### src/bcg_cfg.svh
// Offsets, field positions, reset values and widths of the bus clock controller
`ifndef BCG_CFG_SVH
`define BCG_CFG_SVH

// Register indices; the byte address on the bus is four times the index
`define BCG_IDX_BUS_B_SEL   6'h0a
`define BCG_IDX_BUS_C_SEL   6'h0b
`define BCG_IDX_STATUS      6'h0c
`define BCG_IDX_SYS_MASK    6'h14
`define BCG_IDX_BUS_A_MASK  6'h18
`define BCG_IDX_BUS_B_MASK  6'h1c

// Field widths and positions
`define BCG_CODE_W          3
`define BCG_CODE_LSB        0
`define BCG_STAT_C_LSB      4
`define BCG_SYS_W           7
`define BCG_BUS_A_W         7
`define BCG_BUS_B_W         6

// Gate bit positions, system bus mask
`define BCG_SYS_USB_BIT     6
`define BCG_SYS_DMA_BIT     5
`define BCG_SYS_FLASH_BIT   4
`define BCG_SYS_DEBUG_BIT   3
`define BCG_SYS_BRIDGE2_BIT 2
`define BCG_SYS_BRIDGE1_BIT 1
`define BCG_SYS_BRIDGE0_BIT 0

// Gate bit positions, bus B mask
`define BCG_B_USB_BIT       5
`define BCG_B_DMA_BIT       4
`define BCG_B_PORT_BIT      3

// Reset values
`define BCG_RST_CODE        3'h0
`define BCG_RST_SYS_MASK    7'h7f
`define BCG_RST_BUS_A_MASK  7'h7f
`define BCG_RST_BUS_B_MASK  6'h3f

`endif

### src/bcg_pkg.sv
// Types shared by the bus clock controller files
`include "bcg_cfg.svh"
package bcg_pkg;
   typedef logic [`BCG_CODE_W-1:0]  bcg_code_t;
   typedef logic [`BCG_SYS_W-1:0]   bcg_sys_mask_t;
   typedef logic [`BCG_BUS_A_W-1:0] bcg_bus_a_mask_t;
   typedef logic [`BCG_BUS_B_W-1:0] bcg_bus_b_mask_t;
   typedef logic [5:0]              bcg_idx_t;
endpackage

### src/bcg_bus_clock_ctrl.sv
// Bus B/C prescalers and per-module bus clock gating behind a Wishbone slave
//
// Added by the designer: the Wishbone slave port.
`timescale 1ns/1ps
`include "bcg_cfg.svh"

////////////////////////////////////////////////////////////////////////////////
// Function
// Bus B tick period is two to the power of its 3-bit code.
// Bus C tick period is two to the power of its 3-bit code.
// Bus B divider select resets to zero, undivided.
// Bus C divider select resets to zero, undivided.
// System bus mask bit 6 runs the USB clock when set.
// System bus mask bits 5..3 gate DMA, flash and debug clocks.
// System bus mask bits 2..0 gate bridges two, one and zero.
// Bus A mask bits 6..4 gate interrupt controller, calendar, watchdog.
// Bus A mask bits 3 and 2 gate clock and system controllers.
// Bus A mask bits 1 and 0 gate power manager and access controller zero.
// Bus A mask resets with all seven module clocks running.
// Bus B mask bits 5 and 4 gate USB and DMA clocks.
// Bus B mask resets with every assigned module clock running.
// Bus B mask bits 3..0 gate port, flash, debug, access controller one.
// Writes are blocked while the access controller protects the block.
// Software reaches divider selects with byte accesses only; the code takes any write that enables byte lane 0, word writes included.
// Gates and new codes change only on clock period boundaries.
// Unassigned register bits read zero and ignore writes.
module bcg_bus_clock_ctrl (
   input  wire logic        sys_clk_i,
   input  wire logic        srst_i,
   input  wire logic        wb_cyc_i,
   input  wire logic        wb_stb_i,
   input  wire logic        wb_we_i,
   input  wire logic [7:0]  wb_adr_i,
   input  wire logic [3:0]  wb_sel_i,
   input  wire logic [31:0] wb_dat_i,
   output logic      [31:0] wb_dat_o,
   output logic             wb_ack_o,
   output logic             wb_err_o,
   input  wire logic        wr_protect_i,
   input  wire logic        bus_a_tick_i,
   output logic      [6:0]  sys_bus_en_o,
   output logic      [6:0]  bus_a_en_o,
   output logic      [5:0]  bus_b_en_o,
   output logic             bus_b_tick_o,
   output logic             bus_c_tick_o
);

   ////////////////////////////////////////////////////////////////////////////
   // Register state

   bcg_pkg::bcg_code_t       bus_b_sel_r;
   bcg_pkg::bcg_code_t       bus_c_sel_r;
   bcg_pkg::bcg_bus_a_mask_t bus_a_mask_r;
   bcg_pkg::bcg_bus_b_mask_t bus_b_mask_r;
   bcg_pkg::bcg_code_t       code_b_applied;
   bcg_pkg::bcg_code_t       code_c_applied;

   ////////////////////////////////////////////////////////////////////////////
   // Wishbone decode

   bcg_pkg::bcg_idx_t idx;
   logic              req;
   logic              wr_lane0;
   logic              wr_ok;
   logic              wr_blocked;
   logic              hit_b_sel;
   logic              hit_c_sel;
   logic              hit_status;
   logic              hit_sys;
   logic              hit_a;
   logic              hit_b_mask;
   logic [31:0]       rd_word;

   assign idx        = wb_adr_i[7:2];
   assign req        = wb_cyc_i & wb_stb_i & ~wb_ack_o & ~wb_err_o;
   // Every field sits in byte lane 0, so only that lane carries a write
   assign wr_lane0   = req & wb_we_i & wb_sel_i[0];
   assign wr_ok      = wr_lane0 & ~wr_protect_i;
   assign wr_blocked = req & wb_we_i & wr_protect_i;

   assign hit_b_sel  = (idx == `BCG_IDX_BUS_B_SEL);
   assign hit_c_sel  = (idx == `BCG_IDX_BUS_C_SEL);
   assign hit_status = (idx == `BCG_IDX_STATUS);
   assign hit_sys    = (idx == `BCG_IDX_SYS_MASK);
   assign hit_a      = (idx == `BCG_IDX_BUS_A_MASK);
   assign hit_b_mask = (idx == `BCG_IDX_BUS_B_MASK);

   // Only assigned bits are stored or returned; the rest reads zero
   assign rd_word =
      hit_b_sel  ? {29'h0000000, bus_b_sel_r} :
      hit_c_sel  ? {29'h0000000, bus_c_sel_r} :
      hit_status ? {25'h0000000, code_c_applied, 1'b0, code_b_applied} :
      hit_sys    ? {25'h0000000, sys_bus_en_o} :
      hit_a      ? {25'h0000000, bus_a_mask_r} :
      hit_b_mask ? {26'h0000000, bus_b_mask_r} :
      32'h00000000;

   // One wait state: answer in the cycle after the request is seen
   always_ff @(posedge sys_clk_i) begin
      if (srst_i) begin
         wb_ack_o <= 1'b0;
         wb_err_o <= 1'b0;
         wb_dat_o <= 32'h00000000;
      end else begin
         wb_ack_o <= req & ~wr_blocked;
         wb_err_o <= wr_blocked;
         wb_dat_o <= (req & ~wb_we_i) ? rd_word : 32'h00000000;
      end
   end

   ////////////////////////////////////////////////////////////////////////////
   // Register writes

   always_ff @(posedge sys_clk_i) begin
      if (srst_i) begin
         bus_b_sel_r <= `BCG_RST_CODE;
         bus_c_sel_r <= `BCG_RST_CODE;
      end else begin
         if (wr_ok & hit_b_sel) begin
            bus_b_sel_r <= wb_dat_i[`BCG_CODE_W-1:0];
         end
         if (wr_ok & hit_c_sel) begin
            bus_c_sel_r <= wb_dat_i[`BCG_CODE_W-1:0];
         end
      end
   end

   // The system bus runs on the main clock, so every edge is a boundary
   always_ff @(posedge sys_clk_i) begin
      if (srst_i) begin
         sys_bus_en_o <= `BCG_RST_SYS_MASK;
      end else if (wr_ok & hit_sys) begin
         sys_bus_en_o <= wb_dat_i[`BCG_SYS_W-1:0];
      end
   end

   always_ff @(posedge sys_clk_i) begin
      if (srst_i) begin
         bus_a_mask_r <= `BCG_RST_BUS_A_MASK;
         bus_b_mask_r <= `BCG_RST_BUS_B_MASK;
      end else begin
         if (wr_ok & hit_a) begin
            bus_a_mask_r <= wb_dat_i[`BCG_BUS_A_W-1:0];
         end
         if (wr_ok & hit_b_mask) begin
            bus_b_mask_r <= wb_dat_i[`BCG_BUS_B_W-1:0];
         end
      end
   end

   ////////////////////////////////////////////////////////////////////////////
   // Prescalers

   bcg_prescaler #(
      .CODE_W (`BCG_CODE_W)
   ) u_presc_b (
      .sys_clk_i (sys_clk_i),
      .srst_i    (srst_i),
      .code_i    (bus_b_sel_r),
      .tick_o    (bus_b_tick_o),
      .code_o    (code_b_applied)
   );

   bcg_prescaler #(
      .CODE_W (`BCG_CODE_W)
   ) u_presc_c (
      .sys_clk_i (sys_clk_i),
      .srst_i    (srst_i),
      .code_i    (bus_c_sel_r),
      .tick_o    (bus_c_tick_o),
      .code_o    (code_c_applied)
   );

   ////////////////////////////////////////////////////////////////////////////
   // Gated clock enables
   // Gating a tick rather than a clock means a mask change can only drop or
   // pass whole periods, never cut one short

   always_ff @(posedge sys_clk_i) begin
      if (srst_i) begin
         bus_a_en_o <= 7'h00;
         bus_b_en_o <= 6'h00;
      end else begin
         bus_a_en_o <= {`BCG_BUS_A_W{bus_a_tick_i}} & bus_a_mask_r;
         bus_b_en_o <= {`BCG_BUS_B_W{bus_b_tick_o}} & bus_b_mask_r;
      end
   end

   // Cycles since the last tick and the code that tick started; armed skips
   // the first tick after reset, whose spacing is not a whole period
   logic [8:0]         gap_b_r;
   logic [8:0]         gap_c_r;
   bcg_pkg::bcg_code_t per_b_r;
   bcg_pkg::bcg_code_t per_c_r;
   logic               armed_b_r;
   logic               armed_c_r;

   always_ff @(posedge sys_clk_i) begin
      if (srst_i) begin
         gap_b_r   <= 9'h001;
         gap_c_r   <= 9'h001;
         per_b_r   <= 3'h0;
         per_c_r   <= 3'h0;
         armed_b_r <= 1'b0;
         armed_c_r <= 1'b0;
      end else begin
         gap_b_r <= bus_b_tick_o ? 9'h001 : gap_b_r + 9'h001;
         gap_c_r <= bus_c_tick_o ? 9'h001 : gap_c_r + 9'h001;
         if (bus_b_tick_o) begin
            per_b_r   <= code_b_applied;
            armed_b_r <= 1'b1;
         end
         if (bus_c_tick_o) begin
            per_c_r   <= code_c_applied;
            armed_c_r <= 1'b1;
         end
      end
   end
endmodule

### src/bcg_prescaler.sv
// Power-of-two prescaler producing a one-cycle tick, code applied at period ends
`timescale 1ns/1ps
`include "bcg_cfg.svh"
module bcg_prescaler #(
   parameter int CODE_W = `BCG_CODE_W
) (
   input  wire logic              sys_clk_i,
   input  wire logic              srst_i,
   input  wire logic [CODE_W-1:0] code_i,
   output logic                   tick_o,
   output logic [CODE_W-1:0]      code_o
);
   localparam int CNT_W = (1 << CODE_W) - 1;

   if (CODE_W < 1 || CODE_W > 4) begin : g_chk
      $error("bcg_prescaler: CODE_W must be 1 to 4");
   end

   logic [CNT_W-1:0] cnt_r;
   logic [CNT_W-1:0] one;
   logic [CNT_W-1:0] limit;
   logic             wrap;

   assign one   = {{(CNT_W-1){1'b0}}, 1'b1};
   assign limit = (one << code_o) - one;
   assign wrap  = (cnt_r == limit);

   // A new code is taken only when a period ends, so no short period appears
   always_ff @(posedge sys_clk_i) begin
      if (srst_i) begin
         cnt_r  <= '0;
         code_o <= CODE_W'(`BCG_RST_CODE);
         tick_o <= 1'b0;
      end else begin
         tick_o <= wrap;
         cnt_r  <= wrap ? '0 : cnt_r + one;
         if (wrap) begin
            code_o <= code_i;
         end
      end
   end
endmodule

### config.mk
export PLATFORM = sky130hd
export DESIGN_NAME = bcg_bus_clock_ctrl
export DESIGN_NICKNAME = d
export VERILOG_FILES = /design/src/bcg_pkg.sv /design/src/bcg_bus_clock_ctrl.sv /design/src/bcg_prescaler.sv
export VERILOG_INCLUDE_DIRS = /design/src
export SDC_FILE = /design/constraint.sdc
export NUM_CORES = 1
export LEC_CHECK = 0
export CAP_MARGIN = 15
export CORE_MARGIN = 1
export CORE_UTILIZATION = 35
export DETAILED_ROUTE_END_ITERATION = 7
export DONT_BUFFER_PORTS = 1
export RECOVER_POWER = 100
export SETUP_SLACK_MARGIN = 0.4
export SYNTH_ARGS = -nofsm -noshare
export SYNTH_HDL_FRONTEND = slang
export SYNTH_SLANG_ARGS = --single-unit
### constraint.sdc
create_clock -name sys_clk_i -period 7.3 [get_ports sys_clk_i]
set_clock_uncertainty 0.15 [all_clocks]
set_input_delay 0.73 -clock sys_clk_i [delete_from_list [all_inputs] [get_ports sys_clk_i]]
set_output_delay 0.73 -clock sys_clk_i [all_outputs]
set_load 0.02 [all_outputs]
==> Word level (Yosys, flattened, before mapping) <==
Index checks and enable logic that the tools add are counted.
{ "totals": {"memories": 0, "mem_bits_ro": 0, "elab_cells": 67, "latch_bits": 0, "register_bits": 95, "ram_bits": 0} }
{ "classes": {"n_reduce_logical": 6, "multipliers": 0, "eq_ne": 8, "n_addsub": 4, "bitwise": 22, "n_shift": 2, "n_lt_le_gt_ge": 0, "div_mod_pow": 0, "mux": 6} }
{ "op_table": {"columns": ["op", "count"], "rows": [
  ["7-bit 2-to-1 mux", 3],
  ["6-bit by 4-bit == test with 1-bit output, second input constant", 3],
  ["6-bit by 5-bit == test with 1-bit output, second input constant", 3],
  ["7-bit by 1-bit adder with 7-bit output, second input constant", 2],
  ["1-bit bitwise AND", 14],
  ["7-bit == test", 2],
  ["1-bit by 3-bit << shifter with 7-bit output, first input constant", 2],
  ["7-bit by 1-bit subtractor with 7-bit output, second input constant", 2],
  ["7-bit bitwise AND", 1],
  ["7-bit OR reduction", 1],
  ["6-bit bitwise AND", 1],
  ["3-bit 2-to-1 mux", 2],
  ["6-bit 2-to-1 mux", 1],
  ["1-bit inverter", 6],
  ["2-bit OR reduction", 3],
  ["5-bit OR reduction", 1],
  ["4-bit OR reduction", 1]
]} }

==> Logic depth before layout (Yosys ltp) <==
{ "logic_depth": {"word_depth": 7, "mapped_depth": 11, "depth_no_buf": 8} }

==> Cells and area by module <==
Synthesis repeated with hierarchy kept, for this count alone.
{ "unflattened": {"hier_cells": 340, "hier_area_um2": 3308.2} }
{ "by_module_without_submodules": {"columns": ["mod", "cells_each", "instances", "seq_area_each_um2", "area_per_inst_um2"], "rows": [
  ["bcg_bus_clock_ctrl", 210, 1, 960.9, 2142.1],
  ["bcg_prescaler", 65, 2, 220.2, 583.1]
]} }

==> Worst setup path after synthesis <==
Ideal clock, no wire load.
{ "synth_path": {"kind": "register to register", "from": "register u_presc_c.code_o[1]", "to": "register u_presc_c.code_o[0]", "arrival_time_ns": 2.560, "slack_ns": 4.518, "path_stages_with_launch": 12, "setup_ns": 0.072, "cell_sequence": "dfxtp_1 > clkbuf_1 > or3b_2 > ha_1 > buf_6 > or3_1 > mux2_2 > o22ai_1 > o22ai_1 > nor3_2 > buf_6 > mux2i_1"} }
{ "synth_between": {"elab_chain_len": 3} }
{ "synth_rtl": {"columns": ["element", "line", "text"], "rows": [
  ["from (decl)", "bcg_prescaler.sv:11", "output logic [CODE_W-1:0] code_o"],
  ["from (signal assigned)", "bcg_prescaler.sv:32", "code_o <= CODE_W'(`BCG_RST_CODE);"],
  ["from (signal assigned)", "bcg_prescaler.sv:38", "code_o <= code_i;"],
  ["1-bit by 3-bit << shifter with 7-bit output", "bcg_prescaler.sv:25", "assign limit = (one << code_o) - one;"],
  ["7-bit by 1-bit subtractor with 7-bit output", "bcg_prescaler.sv:25", null],
  ["7-bit == test", "bcg_prescaler.sv:26", "assign wrap = (cnt_r == limit);"]
]} }
Every way passes these cells.
A chain may end at the register's enable or synchronous reset.

==> Worst setup path after layout <==
{ "layout_path": {"from": "register u_presc_c.code_o[0]", "to": "register u_presc_c.code_o[2]"} }
The elaborated chain is that of the path after synthesis.

==> results.txt <==
The initial antenna violation count is 0. Among all stages on the critical path, the largest delay is contributed by nor3_1. The number of synthesized flops with an enable pin came out at 0. The number of H-tree branching levels came out at 3. Setup violations remaining at the end of the flow were counted as 0.

The initial core utilization is between 30% and 40%. The critical path starts at u_presc_c.code_o[0]. The post-route non-filler standard cell count came out at between 400 and 500. Max-cap violations in this run came to 1. The worst setup path is captured at a flop. The last weighted congestion value of the routability-driven placer is approximately 0.8.

Before antenna repair, the detailed router went through 6 iterations. The required time reported for the critical path endpoint is between 7000 and 8000 ps. The fraction of post-synthesis cell area in the top cell type by area is a little over two fifths. The total count of hold-check failures in the final report is 0.

The most critical setup path has its endpoint at u_presc_c.code_o[2]. The shortest clock period the worst path allows after layout came out at roughly 3800 ps. After synthesis, the netlist uses a little over 50 different library cells.

The detailed placement HPWL is 5070 µm. The library cell appearing most often on the critical path is o22ai_1. The maximum vdd drop came out at ~0.095 mV. The leakage power summed over all cells came out at 1.24 nW. The detail route stage leaves a number of antenna-violating nets equal to 0. The floorplan step set the die width to a little under 100 µm. The total of cells resized after clock tree synthesis is 0. The row count is 35. The detailed router finished its first iteration with approximately 140 violations. Ranked by total cell area, the synthesized netlist is headed by dfxtp_1, mux2i_1, buf_4. In this run the count of I/O pins placed on the die edge is about 110. The type of the worst setup path is reg2reg.

The latest clock arrival within the worst-skew pair is 350 ps. The gate count of the mapped netlist is between 300 and 400. The endpoint identified for the worst register-to-register timing path is u_presc_c.code_o[2]. The overall power after layout came out at 714 µW.

Entering global routing, the biggest net connects 36 pins. The via count normalized by instance count came out at slightly above 5. Compared with the post-synthesis result, the final layout area differs by 2.68%. The CTS root buffer is clkbuf_8.

The worst register-to-register path begins at u_presc_c.code_o[0]. After synthesis, the most frequently instantiated cells are dfxtp_1, nand2_1, mux2i_1. The type of the tightest min-delay check is in2reg. The clock tree from TritonCTS is yes. The number of buffers inserted to repair setup after CTS is 0. For this run, the slowest stage of the critical path takes between 1000 and 1500 ps. For this block, the via count after detailed routing is around 2400. After clock tree synthesis, the clock-pin slew on the worst setup and hold paths is 80 ps. The critical path goes through or3b_2 > ha_1 > or3_1 > mux2_2 > o22ai_1 > o22ai_1 > nor3_1 > mux2i_1. Each instance of the synthesized netlist takes up on average around 9.6 µm². The power density relative to cell area came out at around 210 mW/mm².

In the final timing run, aggregate negative setup slack is 0 ps. The buffer depth of the longest clock path came out at 2. The commonest register cell after synthesis is dfxtp_1. The depth of the worst register-to-register path came out at 8.

The via count of the first global-routing pass came out at approximately 2300. The worst pin sits at a relative slew slack of approximately 2.3%. The flow ran to the end, but the final reports show violations. The floorplan step defined a die boundary enclosing 0.00987 mm². The final layout contains 393 nets.

Setup repair after global routing left no endpoint under its margin. The register bit total from synthesis came out at 70. The most common cell in the synthesized netlist is dfxtp_1. The count of clock tree sinks came out at 70.

The worst setup path is launched from a flop. The core footprint came out at approximately 0.0092 mm². The slew of the pin with the lowest slew margin came out at approximately 1400 ps. The die is 99.3 µm tall. The synthesized design spends more area on one cell type than any other, namely dfxtp_1.

The checks that failed: max-capacitance violations. The fraction of registers with async set or reset after synthesis is 0%. The summed instance area of the synthesized netlist came out at roughly 0.0033 mm².

The peak fanout along the critical path came out at 11. The number of warning messages in the yosys log is 0. The filler cell count is between 900 and 1000. After detailed routing, the average wire length per cell comes to 15.7 µm. The part of the Yosys area used for sequential elements is 42.3%. The share of the cycle needed by the critical path after routing came out at roughly half. Port buffering added 0 buffers. The global router's overall resource usage is between 10% and 20%. The highest clock frequency the design can meet came out at ~260 MHz. The hold-fix buffer count after cts came out at 0.

The residual DRC count came out at 0. The reg-to-reg setup timing slack is between 3000 and 4000 ps. The first-pass GRT wire length came out at around 12000 µm.

The max-slew violation count was 0. The cell count after placement is about 440. The leftover overflow at the end of global routing came out at 0. The arrival time of the worst setup path came out at 3910 ps. In the final layout, the share of cells above drive strength 1 is 9.30%. The TritonCTS buffer count came out at 9. Summed over all layers, the routed wires come to 7180 µm.
-- registers in the layout, summed over array words and instances (netlist names) --
name              flops
bus_a_en_o            7
bus_a_mask_r          7
sys_bus_en_o          7
u_presc_b.cnt_r       7
u_presc_c.cnt_r       7
wb_dat_o              7
bus_b_en_o            6
bus_b_mask_r          6
bus_b_sel_r           3
bus_c_sel_r           3
u_presc_b.code_o      3
u_presc_c.code_o      3
u_presc_b.tick_o      1
u_presc_c.tick_o      1
wb_ack_o              1
wb_err_o              1
-- critical path, delay by kind of cell, from the launching register on --
kind,cells,cell delay [ps]
AND/OR/NAND/NOR,3,1910
flip-flops,1,560
multiplexers,2,540
adder cells (fa/ha/maj),1,310
AO/OA/AOI/OAI,2,250
-- cell families (layout without fill, tap and decap cells) --
kind of cell	after synthesis	count (layout)	synth area share, %
muxes	43	43	13.4
DFF	70	70	42.3
adders and majority gates	3	3	1.13
xor gates and xnor gates	15	15	3.96
and+or+nand+nor	130	130	21.0
buffers and inverters	49	23	9.62
other	1	26	0.113
AOI/OAI and AO/OA	35	35	8.57
-- cells in the final DEF (no fill, tap or decap), types with 2 or more instances in the layout --
master / n
o311ai_0: 2
mux2_2: 10
clkbuf_8: 10
o22ai_1: 3
and2_0: 11
conb_1: 25
a21oi_1: 4
nor3_1: 16
xor2_1: 7
inv_1: 3
dfxtp_1: 70
a22o_1: 5
or3b_2: 2
a222oi_1: 3
o21ai_0: 5
nor2b_1: 4
nand2_1: 38
and2_1: 4
xnor2_1: 8
ha_1: 3
nor4b_1: 2
clkbuf_1: 3
and3_1: 6
a22oi_1: 5
nor2_1: 21
or3_1: 3
clkinvlp_4: 2
clkinv_4: 2
nand3_1: 8
mux2i_1: 33
nor3b_1: 6
-- worst min path at each step --
stage	to	slack (ps)	depth (start not counted)	from
3_3_place_gp	u_presc_b.code_o[0]	320	2	bus_b_sel_r[0]
5_1_grt	bus_c_sel_r[1]	280	1	srst_i
2_1_floorplan	bus_b_en_o[0]	300	1	bus_b_mask_r[0]
3_5_place_dp	bus_a_en_o[4]	320	1	bus_a_mask_r[4]
4_1_cts	bus_b_sel_r[1]	280	1	srst_i
6_report	bus_b_sel_r[1]	300	1	srst_i
-- power by group --
| group | switching, mW | internal (mW) | leakage (nW) |
|---|---|---|---|
| Sequential | 0.00843 | 0.387 | 0.569 |
| Clock | 0.156 | 0.134 | 0.0889 |
| Combinational | 0.0214 | 0.00759 | 0.581 |
| Total | 0.186 | 0.528 | 1.24 |
-- layout make-up --
class / instances / area (µm²) / area share (%)
Sequential cell: 70 / 1400 / 41.2
Clock inverter: 6 / 46.3 / 1.36
Antenna cell: 1 / 2.50 / 0.0735
Timing Repair Buffer: 3 / 11.3 / 0.331
Clock buffer: 10 / 138 / 4.04
Multi-Input combinational cell: 251 / 1650 / 48.5
Tap cell: 111 / 139 / 4.08
Inverter: 4 / 15.0 / 0.441
-- layer usage --
metal | global-route usage, % | routed length (µm) | part of all wire [%]
met5 | 0 | 0 | 0
met2 | 24.5 | 3300 | 46
met4 | 6.11 | 82 | 1.1
met1 | 19.9 | 3320 | 46
met3 | 4.78 | 473 | 6.6
-- per-stage QoR --
step | hold slack, ps | util (%) | setup slack (ps) | instance area (µm²)
2_1_floorplan | 296 | - | 4520 | 3410
3_3_place_gp | 319 | 35.5 | 4110 | 3260
3_5_place_dp | 324 | 35.5 | 4000 | 3260
4_1_cts | 280 | 37.5 | 3980 | 3450
5_1_grt | 280 | 37.0 | 3280 | 3400
6_report | 298 | 37.0 | 3520 | 3400
No activity file was read; power rests on OpenSTA's default activity.
